### src/lvdcs_pkg.sv
// Constants for the low-voltage detect status and control bank.
// Assumes one synchronous clock domain and a single-cycle register port.
package lvdcs_pkg;

    // ************************************************************
    // Register offsets (register index on the plain port)
    // ************************************************************
    localparam int OFS_W = 2;
    localparam logic [OFS_W-1:0] OFS_CTRL = 2'h0;
    localparam logic [OFS_W-1:0] OFS_EVT_STATUS = 2'h1;
    localparam logic [OFS_W-1:0] OFS_EVT_MASK = 2'h2;

    // ************************************************************
    // Status and control field positions
    // ************************************************************
    localparam int DATA_W = 8;
    localparam int BIT_WARN_FLAG = 7;
    localparam int BIT_WARN_ACK = 6;
    localparam int BIT_WARN_IE = 5;
    localparam int BIT_RESET_EN = 4;
    localparam int BIT_STOP_EN = 3;
    localparam int BIT_DETECT_EN = 2;
    localparam int BIT_DRIVE_SEL = 1;
    localparam int BIT_BUF_EN = 0;
    localparam logic [DATA_W-1:0] RST_CTRL = 8'h1c;

    // ************************************************************
    // Event status and mask layout
    // ************************************************************
    localparam int EVT_W = 2;
    localparam int EVT_WARN = 0;
    localparam int EVT_DETECT = 1;
    localparam logic [EVT_W-1:0] RST_EVT_MASK = 2'h0;

endpackage : lvdcs_pkg

### src/lvdcs_evt_if.sv
// Carrier between the control core and its event status bank.
// Assumes both ends sit on the same clock.
`timescale 1ns/100ps
interface lvdcs_evt_if;
    import lvdcs_pkg::*;
    logic [EVT_W-1:0] event_pulse;
    logic status_rd_clear;
    logic mask_wr;
    logic [EVT_W-1:0] mask_wdata;
    logic [EVT_W-1:0] status;
    logic [EVT_W-1:0] mask;
    logic irq;

    modport core (
        output event_pulse, status_rd_clear, mask_wr, mask_wdata,
        input status, mask, irq
    );
    modport bank (
        input event_pulse, status_rd_clear, mask_wr, mask_wdata,
        output status, mask, irq
    );
endinterface : lvdcs_evt_if

### src/lvdcs_evt_bank.sv
// Sticky event status, mask and interrupt level for the detect block.
// Assumes event pulses and strobes are synchronous to core_clk.
`timescale 1ns/100ps
module lvdcs_evt_bank
    import lvdcs_pkg::*;
(
    // Clock and reset
    input wire logic core_clk,
    input wire logic rstn,
    // Core side
    lvdcs_evt_if.bank evt
);

    typedef struct packed {
        logic [EVT_W-1:0] status;
        logic [EVT_W-1:0] mask;
        logic irq;
    } lvdcs_bank_t;

    localparam lvdcs_bank_t BANK_RST = '{
        status: '0, mask: RST_EVT_MASK, irq: 1'b0};

    lvdcs_bank_t st;
    lvdcs_bank_t next_st;

    always_comb begin
        next_st = st;
        // A read clears, but a fresh event in that cycle survives
        if (evt.status_rd_clear) begin
            next_st.status = '0;
        end
        next_st.status = next_st.status | evt.event_pulse;
        if (evt.mask_wr) begin
            next_st.mask = evt.mask_wdata;
        end
        next_st.irq = |(next_st.status & next_st.mask);
    end

    always_ff @(posedge core_clk) begin
        if (!rstn) begin
            st <= BANK_RST;
        end else begin
            st <= next_st;
        end
    end

    assign evt.status = st.status;
    assign evt.mask = st.mask;
    assign evt.irq = st.irq;
endmodule // lvdcs_evt_bank

### src/lvdcs_core.sv
// Low-voltage detect status and control register with its qualifiers.
// Assumes supply comparator levels arrive synchronous to core_clk.
//
// Design decisions made here: the address map and the plain strobed port.
`timescale 1ns/100ps

// Overview of operation
// Warning flag sets while supply below trip
// Warning flag sticky until acknowledged
// Software acknowledges before enabling warning interrupt
// Acknowledge clears flag only once supply recovered
// Interrupt enable requests interrupt while flag set
// Enabled detect event forces reset when armed
// Detect reset enable accepts first write only
// Stop enable keeps detection alive in stop
// Detect enable write-once, gates other functions
// Drive select picks high or low drive
// Buffer enable powers the bandgap buffer
// Enabled detection sets flag, raises interrupt
// Stop disables detect unless stop/debug enable
// Acknowledge reads zero, zero write harmless
module lvdcs_core
    import lvdcs_pkg::*;
#(
    parameter int ADDR_W = 2
) (
    // Clock and reset
    input wire logic core_clk,
    input wire logic rstn,
    // Register port
    input wire logic [ADDR_W-1:0] reg_addr,
    input wire logic [DATA_W-1:0] reg_wdata,
    input wire logic reg_wr,
    input wire logic reg_rd,
    output logic [DATA_W-1:0] reg_rdata,
    // Analog and system status
    input wire logic warn_below,
    input wire logic detect_below,
    input wire logic stop_mode,
    input wire logic background_debug_enable,
    // Control outputs
    output logic detect_active,
    output logic detect_reset_req,
    output logic warning_irq,
    output logic bandgap_buffer_on,
    output logic bandgap_high_drive,
    output logic irq
);

    // ************************************************************
    // Parameter check
    // ************************************************************
    if (ADDR_W < OFS_W) begin : g_bad_addr_w
        $error("ADDR_W too narrow for the register map");
    end

    // ************************************************************
    // State
    // ************************************************************
    typedef struct packed {
        logic warning_flag;
        logic warning_interrupt_enable;
        logic detect_reset_enable;
        logic detect_stop_enable;
        logic detect_enable;
        logic bandgap_drive_select;
        logic bandgap_buffer_enable;
        logic write_locked;
        logic detect_prev;
        logic detect_active;
        logic detect_reset_req;
        logic warning_irq;
        logic buf_on;
        logic buf_hi;
        logic [DATA_W-1:0] rdata;
    } lvdcs_core_t;

    localparam lvdcs_core_t CORE_RST = '{
        warning_flag: RST_CTRL[BIT_WARN_FLAG],
        warning_interrupt_enable: RST_CTRL[BIT_WARN_IE],
        detect_reset_enable: RST_CTRL[BIT_RESET_EN],
        detect_stop_enable: RST_CTRL[BIT_STOP_EN],
        detect_enable: RST_CTRL[BIT_DETECT_EN],
        bandgap_drive_select: RST_CTRL[BIT_DRIVE_SEL],
        bandgap_buffer_enable: RST_CTRL[BIT_BUF_EN],
        write_locked: 1'b0,
        detect_prev: 1'b0,
        detect_active: 1'b0,
        detect_reset_req: 1'b0,
        warning_irq: 1'b0,
        buf_on: 1'b0,
        buf_hi: 1'b0,
        rdata: '0};

    lvdcs_core_t st;
    lvdcs_core_t next_st;

    lvdcs_evt_if evt ();

    function automatic logic reg_hit(
        input logic [ADDR_W-1:0] a,
        input logic [OFS_W-1:0] ofs
    );
        reg_hit = (a == ADDR_W'(ofs));
    endfunction

    // ************************************************************
    // Detect qualification
    // ************************************************************
    logic running;
    logic warn_set;
    logic detect_now;
    logic ctrl_wr;
    logic ack_wr;

    // In stop the comparator only stays on if asked to
    assign running = st.detect_enable
        && (!stop_mode || st.detect_stop_enable
            || background_debug_enable);
    assign warn_set = running && warn_below;
    assign detect_now = running && detect_below;
    assign ctrl_wr = reg_wr && reg_hit(reg_addr, OFS_CTRL);
    assign ack_wr = ctrl_wr && reg_wdata[BIT_WARN_ACK];

    // ************************************************************
    // Next state
    // ************************************************************
    always_comb begin
        next_st = st;
        if (ctrl_wr) begin
            next_st.warning_interrupt_enable = reg_wdata[BIT_WARN_IE];
            next_st.detect_stop_enable = reg_wdata[BIT_STOP_EN];
            next_st.bandgap_drive_select = reg_wdata[BIT_DRIVE_SEL];
            next_st.bandgap_buffer_enable = reg_wdata[BIT_BUF_EN];
            // One lock for both once-only bits: any later write is void
            if (!st.write_locked) begin
                next_st.detect_reset_enable =
                    reg_wdata[BIT_RESET_EN];
                next_st.detect_enable = reg_wdata[BIT_DETECT_EN];
                next_st.write_locked = 1'b1;
            end
        end
        // Acknowledge is refused while the supply is still low
        if (ack_wr && !warn_below) begin
            next_st.warning_flag = 1'b0;
        end
        if (warn_set) begin
            next_st.warning_flag = 1'b1;
        end
        next_st.detect_prev = detect_now;
        next_st.detect_active = running;
        next_st.detect_reset_req =
            detect_now && st.detect_reset_enable;
        next_st.warning_irq =
            next_st.warning_flag
            && next_st.warning_interrupt_enable;
        next_st.buf_on = next_st.bandgap_buffer_enable;
        next_st.buf_hi = next_st.bandgap_buffer_enable
            && next_st.bandgap_drive_select;
        next_st.rdata = '0;
        if (reg_rd) begin
            if (reg_hit(reg_addr, OFS_CTRL)) begin
                next_st.rdata = {st.warning_flag, 1'b0,
                    st.warning_interrupt_enable, st.detect_reset_enable,
                    st.detect_stop_enable, st.detect_enable,
                    st.bandgap_drive_select,
                    st.bandgap_buffer_enable};
            end else if (reg_hit(reg_addr, OFS_EVT_STATUS)) begin
                next_st.rdata = DATA_W'(evt.status);
            end else if (reg_hit(reg_addr, OFS_EVT_MASK)) begin
                next_st.rdata = DATA_W'(evt.mask);
            end
        end
    end

    always_ff @(posedge core_clk) begin
        if (!rstn) begin
            st <= CORE_RST;
        end else begin
            st <= next_st;
        end
    end

    // ************************************************************
    // Event bank
    // ************************************************************
    // Warning event marks the flag's rise, so a cleared status does not
    // refire while the supply stays low
    assign evt.event_pulse[EVT_WARN] = warn_set && !st.warning_flag;
    assign evt.event_pulse[EVT_DETECT] = detect_now && !st.detect_prev;
    assign evt.status_rd_clear = reg_rd
        && reg_hit(reg_addr, OFS_EVT_STATUS);
    assign evt.mask_wr = reg_wr && reg_hit(reg_addr, OFS_EVT_MASK);
    assign evt.mask_wdata = reg_wdata[EVT_W-1:0];

    lvdcs_evt_bank u_evt_bank (
        .core_clk(core_clk),
        .rstn(rstn),
        .evt(evt.bank)
    );

    // ************************************************************
    // Outputs
    // ************************************************************
    assign reg_rdata = st.rdata;
    assign detect_active = st.detect_active;
    assign detect_reset_req = st.detect_reset_req;
    assign warning_irq = st.warning_irq;
    assign bandgap_buffer_on = st.buf_on;
    assign bandgap_high_drive = st.buf_hi;
    assign irq = evt.irq;
endmodule // lvdcs_core

### config.mk
export PLATFORM = sky130hd
export DESIGN_NAME = lvdcs_core
export DESIGN_NICKNAME = d
export VERILOG_FILES = /design/src/lvdcs_pkg.sv /design/src/lvdcs_evt_if.sv /design/src/lvdcs_evt_bank.sv /design/src/lvdcs_core.sv
export SDC_FILE = /design/constraint.sdc
export NUM_CORES = 1
export LEC_CHECK = 0
export ABC_AREA = 1
export BUFFER_PORTS_ARGS = -buffer_cell sky130_fd_sc_hd__buf_4
export CORE_ASPECT_RATIO = 1.2
export CORE_MARGIN = 5
export CORE_UTILIZATION = 43
export DETAILED_ROUTE_END_ITERATION = 6
export PLACE_DENSITY = 0.72
export SYNTH_ARGS = -nofsm -noshare
export SYNTH_HDL_FRONTEND = slang
export SYNTH_SLANG_ARGS = --single-unit
export TNS_END_PERCENT = 50
### constraint.sdc
create_clock -name core_clk -period 0.8 [get_ports core_clk]
set_input_delay 0.16 -clock core_clk [delete_from_list [all_inputs] [get_ports core_clk]]
set_output_delay 0.16 -clock core_clk [all_outputs]
set_load 0.01 [all_outputs]
==> out/results.md, run 1 <==
| Parameter | This run | Unit |
|:---|:---|:---|
| Status | finished, violations left | - |
| Violations in the final reports | negative setup slack | - |
| Sequential cell area fraction in the yosys report | 0.511 | - |
| Number of cells after detailed placement | 181 | - |
| Clock latency of the later-clocked register in the worst-skew pair | 0.31 | ns |
| Count of distinct cell types in the synthesized netlist | 24 | - |
| Combined area of all synthesized cells | 980 | um^2 |
| DR vias/cell | 4.65 | - |
| Beginning of the critical path | bandgap_buffer_on | - |
| Type of the worst setup path | reg -> out | - |
| CTS sink count | 25 | - |
| Signal arrival time at the worst endpoint | 0.78 | ns |
| Count of cell instances traversed by the critical path | 1 | - |
| Wire length of the first global-routing pass | 3.75 | mm |
| Overall power consumption | 2.25 | mW |
| Clock root buffer | sky130_fd_sc_hd__clkbuf_4 | - |
| Endpoint of the most critical setup path | bandgap_buffer_on | - |
| Slew Viols, Final | 0 | - |
| Leading post-synthesis cells by instance count | sky130_fd_sc_hd__dfxtp_1 (25), sky130_fd_sc_hd__nand2_1 (22), sky130_fd_sc_hd__nor2_1 (15), sky130_fd_sc_hd__inv_1 (13), sky130_fd_sc_hd__nand3_1 (10) | - |
| Final hold vios | 0 | - |
| Total die area | 3340 | um^2 |
| Reg2reg path depth | 6 | - |
| Post-layout net count | 175 | - |
| Portion of synthesized cell area occupied by the leading cell type | 0.511 | - |
| Clock tree from TritonCTS | yes | - |
| Worst r2r dst | u_evt_bank.evt.irq | - |
| GR Util All Layers | 0.148 | - |
| Vias | 870 | - |
| Non-Filler Cell Area, Final | 1380 | um^2 |
| Synthesis-to-finish area growth | 40.9 | % |
| Number of warnings printed during yosys synthesis | 0 | - |
| IO Count | 32 | - |
| Cells traversed along the worst timing path | buf_6 | - |
| Worst reg-to-reg setup slack | -0.14 | ns |
| Required time reported for the critical path endpoint | 0.64 | ns |
| Top flip-flop cell by instance count after synthesis | sky130_fd_sc_hd__dfxtp_1 | - |
| Critical R2R Launch | st[18] | - |
| Leakage power of the design | 0.688 | nW |
| Initial antenna violation count | 0 | - |
| Register bit count reported by yosys | 25 | - |
| Fin crit period | 0.942 | ns |
| Buf/Inv on CP | 1 | - |
| Final WS setup | -0.142 | ns |
| Worst slack at placement | -0.208 | ns |
| Largest cells by area after synthesis | sky130_fd_sc_hd__dfxtp_1 (51%), sky130_fd_sc_hd__nand2_1 (8.4%), sky130_fd_sc_hd__buf_4 (6.9%) | - |
| Cell type with the highest aggregate area in the netlist | sky130_fd_sc_hd__dfxtp_1 | - |
| Path class of the lowest-slack min-delay path | in -> reg | - |
| Startpoint Class | flip-flop | - |
| Max Root-Sink Buffers | 2 | - |
| Horizontal extent of the die | 53.6 | um |
| Floorplan row count | 19 | - |
| Unrepaired setup endpoints after global routing | yes | - |
| Power Density | 1630 | nW/um^2 |
| Count of buffers from port buffering | 29 | - |
| Sum Neg Setup Slack | -1.81 | ns |
| Number of violations reported at the end of detailed-routing iteration 0 | 20 | - |
| Ratio of cells with drive above 1 in the final layout | 0.462 | - |
| Placed wire-length estimate | 1.64 | mm |
| Number of iterations in the first detailed-routing pass | 4 | - |
| Proportion of register bits with asynchronous set or reset after synthesis | 0 | - |
| Count of antenna-violating nets left after detailed routing | 0 | - |
| Diodes inserted | 0 | - |
| Final Setup Violations | 17 | - |
| Peak VDD IR | 0.911 | mV |
| Peak fanout along the critical path | 2 | - |
| Delay contributed by the slowest stage of the critical path | 0.37 | ns |
| Slowest CP cell | sky130_fd_sc_hd__dfxtp_2 | - |
| Hold slack final | 0.0668 | ns |
| Cell with the most instances after synthesis | sky130_fd_sc_hd__dfxtp_1 | - |
| Mean Syn Cell Area | 8.16 | um^2 |
| Placed cell area | 1240 | um^2 |
| Initial core utilization | 0.438 | - |
| Vertical extent of the die | 62.3 | um |
| Total clock buffers created by CTS | 3 | - |
| Area of the core region | 2230 | um^2 |
| Max capacitance violation total | 0 | - |
| Weighted congestion reported at the end of routability-driven placement | 0.891 | - |
| Top Family by Delay on Critical Path | flip-flops | - |
| Number of H-tree levels | 1 | - |
| Number of global-route vias before repair | 939 | - |
| Final design utilization | 0.618 | - |
| Gate count of the mapped netlist | 120 | - |
| Clock input transition at the sequential cells of the worst setup and hold paths | 0.13 | ns |
| Count of placed standard cells in the final layout, fillers left out | 187 | - |
| Largest net degree at the start of global routing | 14 | - |
| Aggregate routed wire length | 2.17 | mm |
| Count of flip-flops with a built-in enable after synthesis | 0 | - |
| Final worst path period share | 1.18 | - |
| Clk_skew | 0.00497 | ns |
| Critical path endpoint category | primary output | - |
| Routed wire per std cell | 11.6 | um |
| Number of nets in the synthesized netlist | 138 | - |
| Number of DRC violations after detailed routing | 0 | - |
| Remaining Overflow, GRT | 0 | - |
| Fmax achieved | 1060 | MHz |
## power breakdown
part / switching, mW / internal [mW] / leakage (nW) / total (mW)
combinational: 0.181 / 0.189 / 0.464 / 0.370
sequential: 0.0277 / 1.31 / 0.209 / 1.33
clock: 0.348 / 0.195 / 0.0150 / 0.542
total: 0.556 / 1.69 / 0.688 / 2.25
## worst min-delay path by stage
stage                 start  slack, ns      to  cells past startpoint
2_1_floorplan  reg_wdata[2]       0.29  st[17]                      2
6_report       reg_wdata[4]       0.07  st[19]                      3
5_1_grt        reg_wdata[4]       0.07  st[19]                      3
3_5_place_dp   reg_wdata[3]       0.39  st[18]                      3
3_3_place_gp   reg_wdata[3]       0.38  st[18]                      3
4_1_cts        reg_wdata[4]       0.07  st[19]                      3
## what timing repair did
item                       CTS  global route
hold buffers                 0             0
pin swaps                    0             4
gates resized for setup     22            13
setup buffers                2             0
gates cloned                 0             0
setup endpoints to repair   19            26
## layout make-up
cell class              instances  area [um^2]
clock buffers                   4         26.3
fillers                       201          855
inverters                      16         62.6
multi-input cells              70          377
flip-flops and latches         25          515
well taps                      31         38.8
repair buffers                 41          360
## cell usage in the layout (no fill, tap or decap), drive strengths merged
master	instances
clkinv	1
clkbuf	4
buf	41
o211ai	3
conb	1
nand2	23
nand4	3
and2	1
or2	1
nor2	17
dfxtp	25
a21oi	3
nor3	2
nand3	12
inv	15
o21ai	4
## worst reg2reg max path, stage by stage (launching register included)
cell	delay (ns)
sky130_fd_sc_hd__dfxtp_2	0.34
sky130_fd_sc_hd__nor2_2	0.09
sky130_fd_sc_hd__nand2_2	0.08
sky130_fd_sc_hd__nand4_1	0.12
sky130_fd_sc_hd__nand2_1	0.07
sky130_fd_sc_hd__nand3_1	0.07
sky130_fd_sc_hd__nand2_1	0.07
## state kept, by name, indices dropped and copies added (netlist names)
signal                 count
detect_active              1
u_evt_bank.evt.status      2
st                         8
detect_reset_req           1
reg_rdata                  7
bandgap_buffer_on          1
bandgap_high_drive         1
u_evt_bank.evt.irq         1
warning_irq                1
u_evt_bank.evt.mask        2
## metal layers
layer / track usage / vias to the layer above / part of all wire
met5: 0 / - / 0
met4: 0.109 / 0 / 0.034
met3: 0.0191 / 10 / 0.048
met2: 0.245 / 35 / 0.54
met1: 0.163 / 380 / 0.38
li1: - / 445 / -
## kinds of logic (layout without fill, tap and decap cells)
group / count (synthesis) / in the layout / share of synthesized area
buf+inv: 25 / 61 / 0.133
compound gates: 10 / 10 / 0.0626
flops: 25 / 25 / 0.511
simple gates: 59 / 59 / 0.290
other cells: 1 / 1 / 0.00383
(Power assumes the default switching activity.)
==> inputs of run 2 (changes only) <==
--- a/config.mk
+++ b/config.mk
@@ -6,7 +6,7 @@
 export NUM_CORES = 1
 export LEC_CHECK = 0
 export ABC_AREA = 1
-export BUFFER_PORTS_ARGS = -buffer_cell sky130_fd_sc_hd__buf_4
+export BUFFER_PORTS_ARGS = -buffer_cell sky130_fd_sc_hd__buf_2
 export CORE_ASPECT_RATIO = 1.2
 export CORE_MARGIN = 5
 export CORE_UTILIZATION = 43
==> out/results.md, run 2 (synthesis gave the netlist of run 1 again) <==
| Parameter | This run | Unit |
|:---|:---|:---|
| CTS Hold Bufs | 0 | - |
| Peak VDD IR | 1.06 | mV |
| Non-Filler Cell Area, Final | 1260 | um^2 |
| Cell count of the worst hold path | 3 | - |
| Number of cells after detailed placement | 181 | - |
| Number of DRC violations after detailed routing | 0 | - |
| Clock tree from TritonCTS | yes | - |
| Power Density | 1750 | nW/um^2 |
| Delay contributed by the slowest stage of the critical path | 0.37 | ns |
| DR vias/cell | 4.47 | - |
| Post-layout net count | 174 | - |
| Vias | 832 | - |
| Total die area | 3340 | um^2 |
| Number of violations reported at the end of detailed-routing iteration 0 | 18 | - |
| Area taken by flip-flops and latches | 507 | um^2 |
| Initial antenna violation count | 0 | - |
| Vertical extent of the die | 62.3 | um |
| Count of buffers from port buffering | 29 | - |
| Wire length of the first global-routing pass | 3.58 | mm |
| Area of the multi-input gates | 365 | um^2 |
| Initial core utilization | 0.438 | - |
| IO Count | 32 | - |
| Worst r2r dst | u_evt_bank.evt.irq | - |
| Most common cell after layout, fill and taps aside | sky130_fd_sc_hd__buf_2 | - |
| Final Setup Violations | 16 | - |
| Critical R2R Launch | st[18] | - |
| Total clock buffers created by CTS | 3 | - |
| Final WS setup | -0.154 | ns |
| Number of iterations in the first detailed-routing pass | 4 | - |
| Hold Path Sink | st[17] | - |
| Aggregate routed wire length | 2.00 | mm |
| Buf/Inv on CP | 1 | - |
| Worst reg-to-reg setup slack | -0.09 | ns |
| Type of the worst setup path | reg -> out | - |
| Total of fill cells in the finished design | 206 | - |
| Placed wire-length estimate | 1.60 | mm |
| Number of flip-flops under the largest register name | 8 | - |
| Clock latency of the later-clocked register in the worst-skew pair | 0.32 | ns |
| Fin crit period | 0.954 | ns |
| CTS sink count | 25 | - |
| Count of antenna-violating nets left after detailed routing | 0 | - |
| GR Util All Layers | 0.143 | - |
| Max capacitance violation total | 0 | - |
| Path class of the lowest-slack min-delay path | in -> reg | - |
| Routed wire per std cell | 10.8 | um |
| Final hold vios | 0 | - |
| Startpoint of the worst hold path | reg_wdata[2] | - |
| Reg2reg path depth | 6 | - |
| Count of placed standard cells in the final layout, fillers left out | 186 | - |
| Register with the most flip-flops | st | - |
| Area of the core region | 2230 | um^2 |
| Leakage power of the design | 0.660 | nW |
| Clock root buffer | sky130_fd_sc_hd__clkbuf_4 | - |
| Max Root-Sink Buffers | 2 | - |
| Weighted congestion reported at the end of routability-driven placement | 0.835 | - |
| Floorplan row count | 19 | - |
| Largest net degree at the start of global routing | 15 | - |
| Final worst path period share | 1.19 | - |
| Signal arrival time at the worst endpoint | 0.79 | ns |
| Commonest cells after routing, fill and taps aside | sky130_fd_sc_hd__buf_2 (25), sky130_fd_sc_hd__nand2_1 (21), sky130_fd_sc_hd__dfxtp_1 (20) | - |
| Cells traversed along the worst timing path | buf_6 | - |
| Ratio of cells with drive above 1 in the final layout | 0.394 | - |
| Diodes inserted | 0 | - |
| Hold slack final | 0.0543 | ns |
| Peak fanout along the critical path | 2 | - |
| Remaining Overflow, GRT | 0 | - |
| Clock input transition at the sequential cells of the worst setup and hold paths | 0.13 | ns |
| Top Family by Delay on Critical Path | flip-flops | - |
| Fmax achieved | 1050 | MHz |
| Violations in the final reports | negative setup slack | - |
| Synthesis-to-finish area growth | 28.4 | % |
| Startpoint Class | flip-flop | - |
| Slew Viols, Final | 0 | - |
| Placed cell area | 1170 | um^2 |
| Critical path endpoint category | primary output | - |
| Slowest CP cell | sky130_fd_sc_hd__dfxtp_2 | - |
| Number of H-tree levels | 1 | - |
| Status | finished, violations left | - |
| Number of global-route vias before repair | 866 | - |
| Required time reported for the critical path endpoint | 0.64 | ns |
| Horizontal extent of the die | 53.6 | um |
| Clk_skew | 0.00234 | ns |
| Unrepaired setup endpoints after global routing | yes | - |
## run 2: stage by stage
step | power, mW | util | setup TNS [ns] | setup WS [ns]
floorplan | 1.51 | - | -0.0159 | -0.00927
global placement | 1.64 | 0.524 | -1.49 | -0.150
detailed placement | 1.64 | 0.524 | -1.96 | -0.216
CTS | 2.20 | 0.549 | -2.17 | -0.148
global route | 2.31 | 0.563 | -2.90 | -0.201
finish | 2.20 | 0.563 | -1.85 | -0.154
## run 2: repair_timing
item                                    in CTS  in global routing
pin swaps                                    0                  3
endpoints found under the setup margin      19                 25
setup buffers                                1                  0
endpoints found under the hold margin        0                  0
resized for setup                            5                 10
## run 2: report_power, final
group | internal [mW] | switching, mW
clock | 0.188 | 0.373
combinational | 0.143 | 0.167
sequential | 1.30 | 0.0235
## run 2: final cells by class
type	count	share of cell area
inverter	16	0.0498
clock inverter	1	0.00398
sequential	25	0.403
clock buffer	3	0.0179
timing repair buffer	40	0.204
multi-input combinational	70	0.291
tap	31	0.0308
## run 2: how the worst max path moves through the flow
stage	from	to	slack [ns]	cells past startpoint
6_report	bandgap_buffer_on	bandgap_buffer_on	-0.15	1
5_1_grt	st[18]	warning_irq	-0.20	6
4_1_cts	bandgap_high_drive	bandgap_high_drive	-0.15	1
3_5_place_dp	reg_addr[0]	bandgap_high_drive	-0.22	5
3_3_place_gp	reg_addr[0]	bandgap_high_drive	-0.15	5
2_1_floorplan	st[18]	st[21]	-0.009	6
## run 2: per-layer routing
metal	GRT usage	up-vias	part of all wire
li1	-	437	-
met1	0.149	374	0.39
met2	0.250	16	0.54
met3	0.0311	5	0.041
met4	0.0799	0	0.030
met5	0	-	0
## run 2: worst reg2reg max path, cell delays in order, from the launching register on
cell                      delay [ns]
sky130_fd_sc_hd__dfxtp_2        0.35
sky130_fd_sc_hd__nor2_2         0.08
sky130_fd_sc_hd__nand2_2        0.07
sky130_fd_sc_hd__nand4_1        0.11
sky130_fd_sc_hd__nand2_1        0.07
sky130_fd_sc_hd__nand2_1        0.06
sky130_fd_sc_hd__nand2_1        0.06
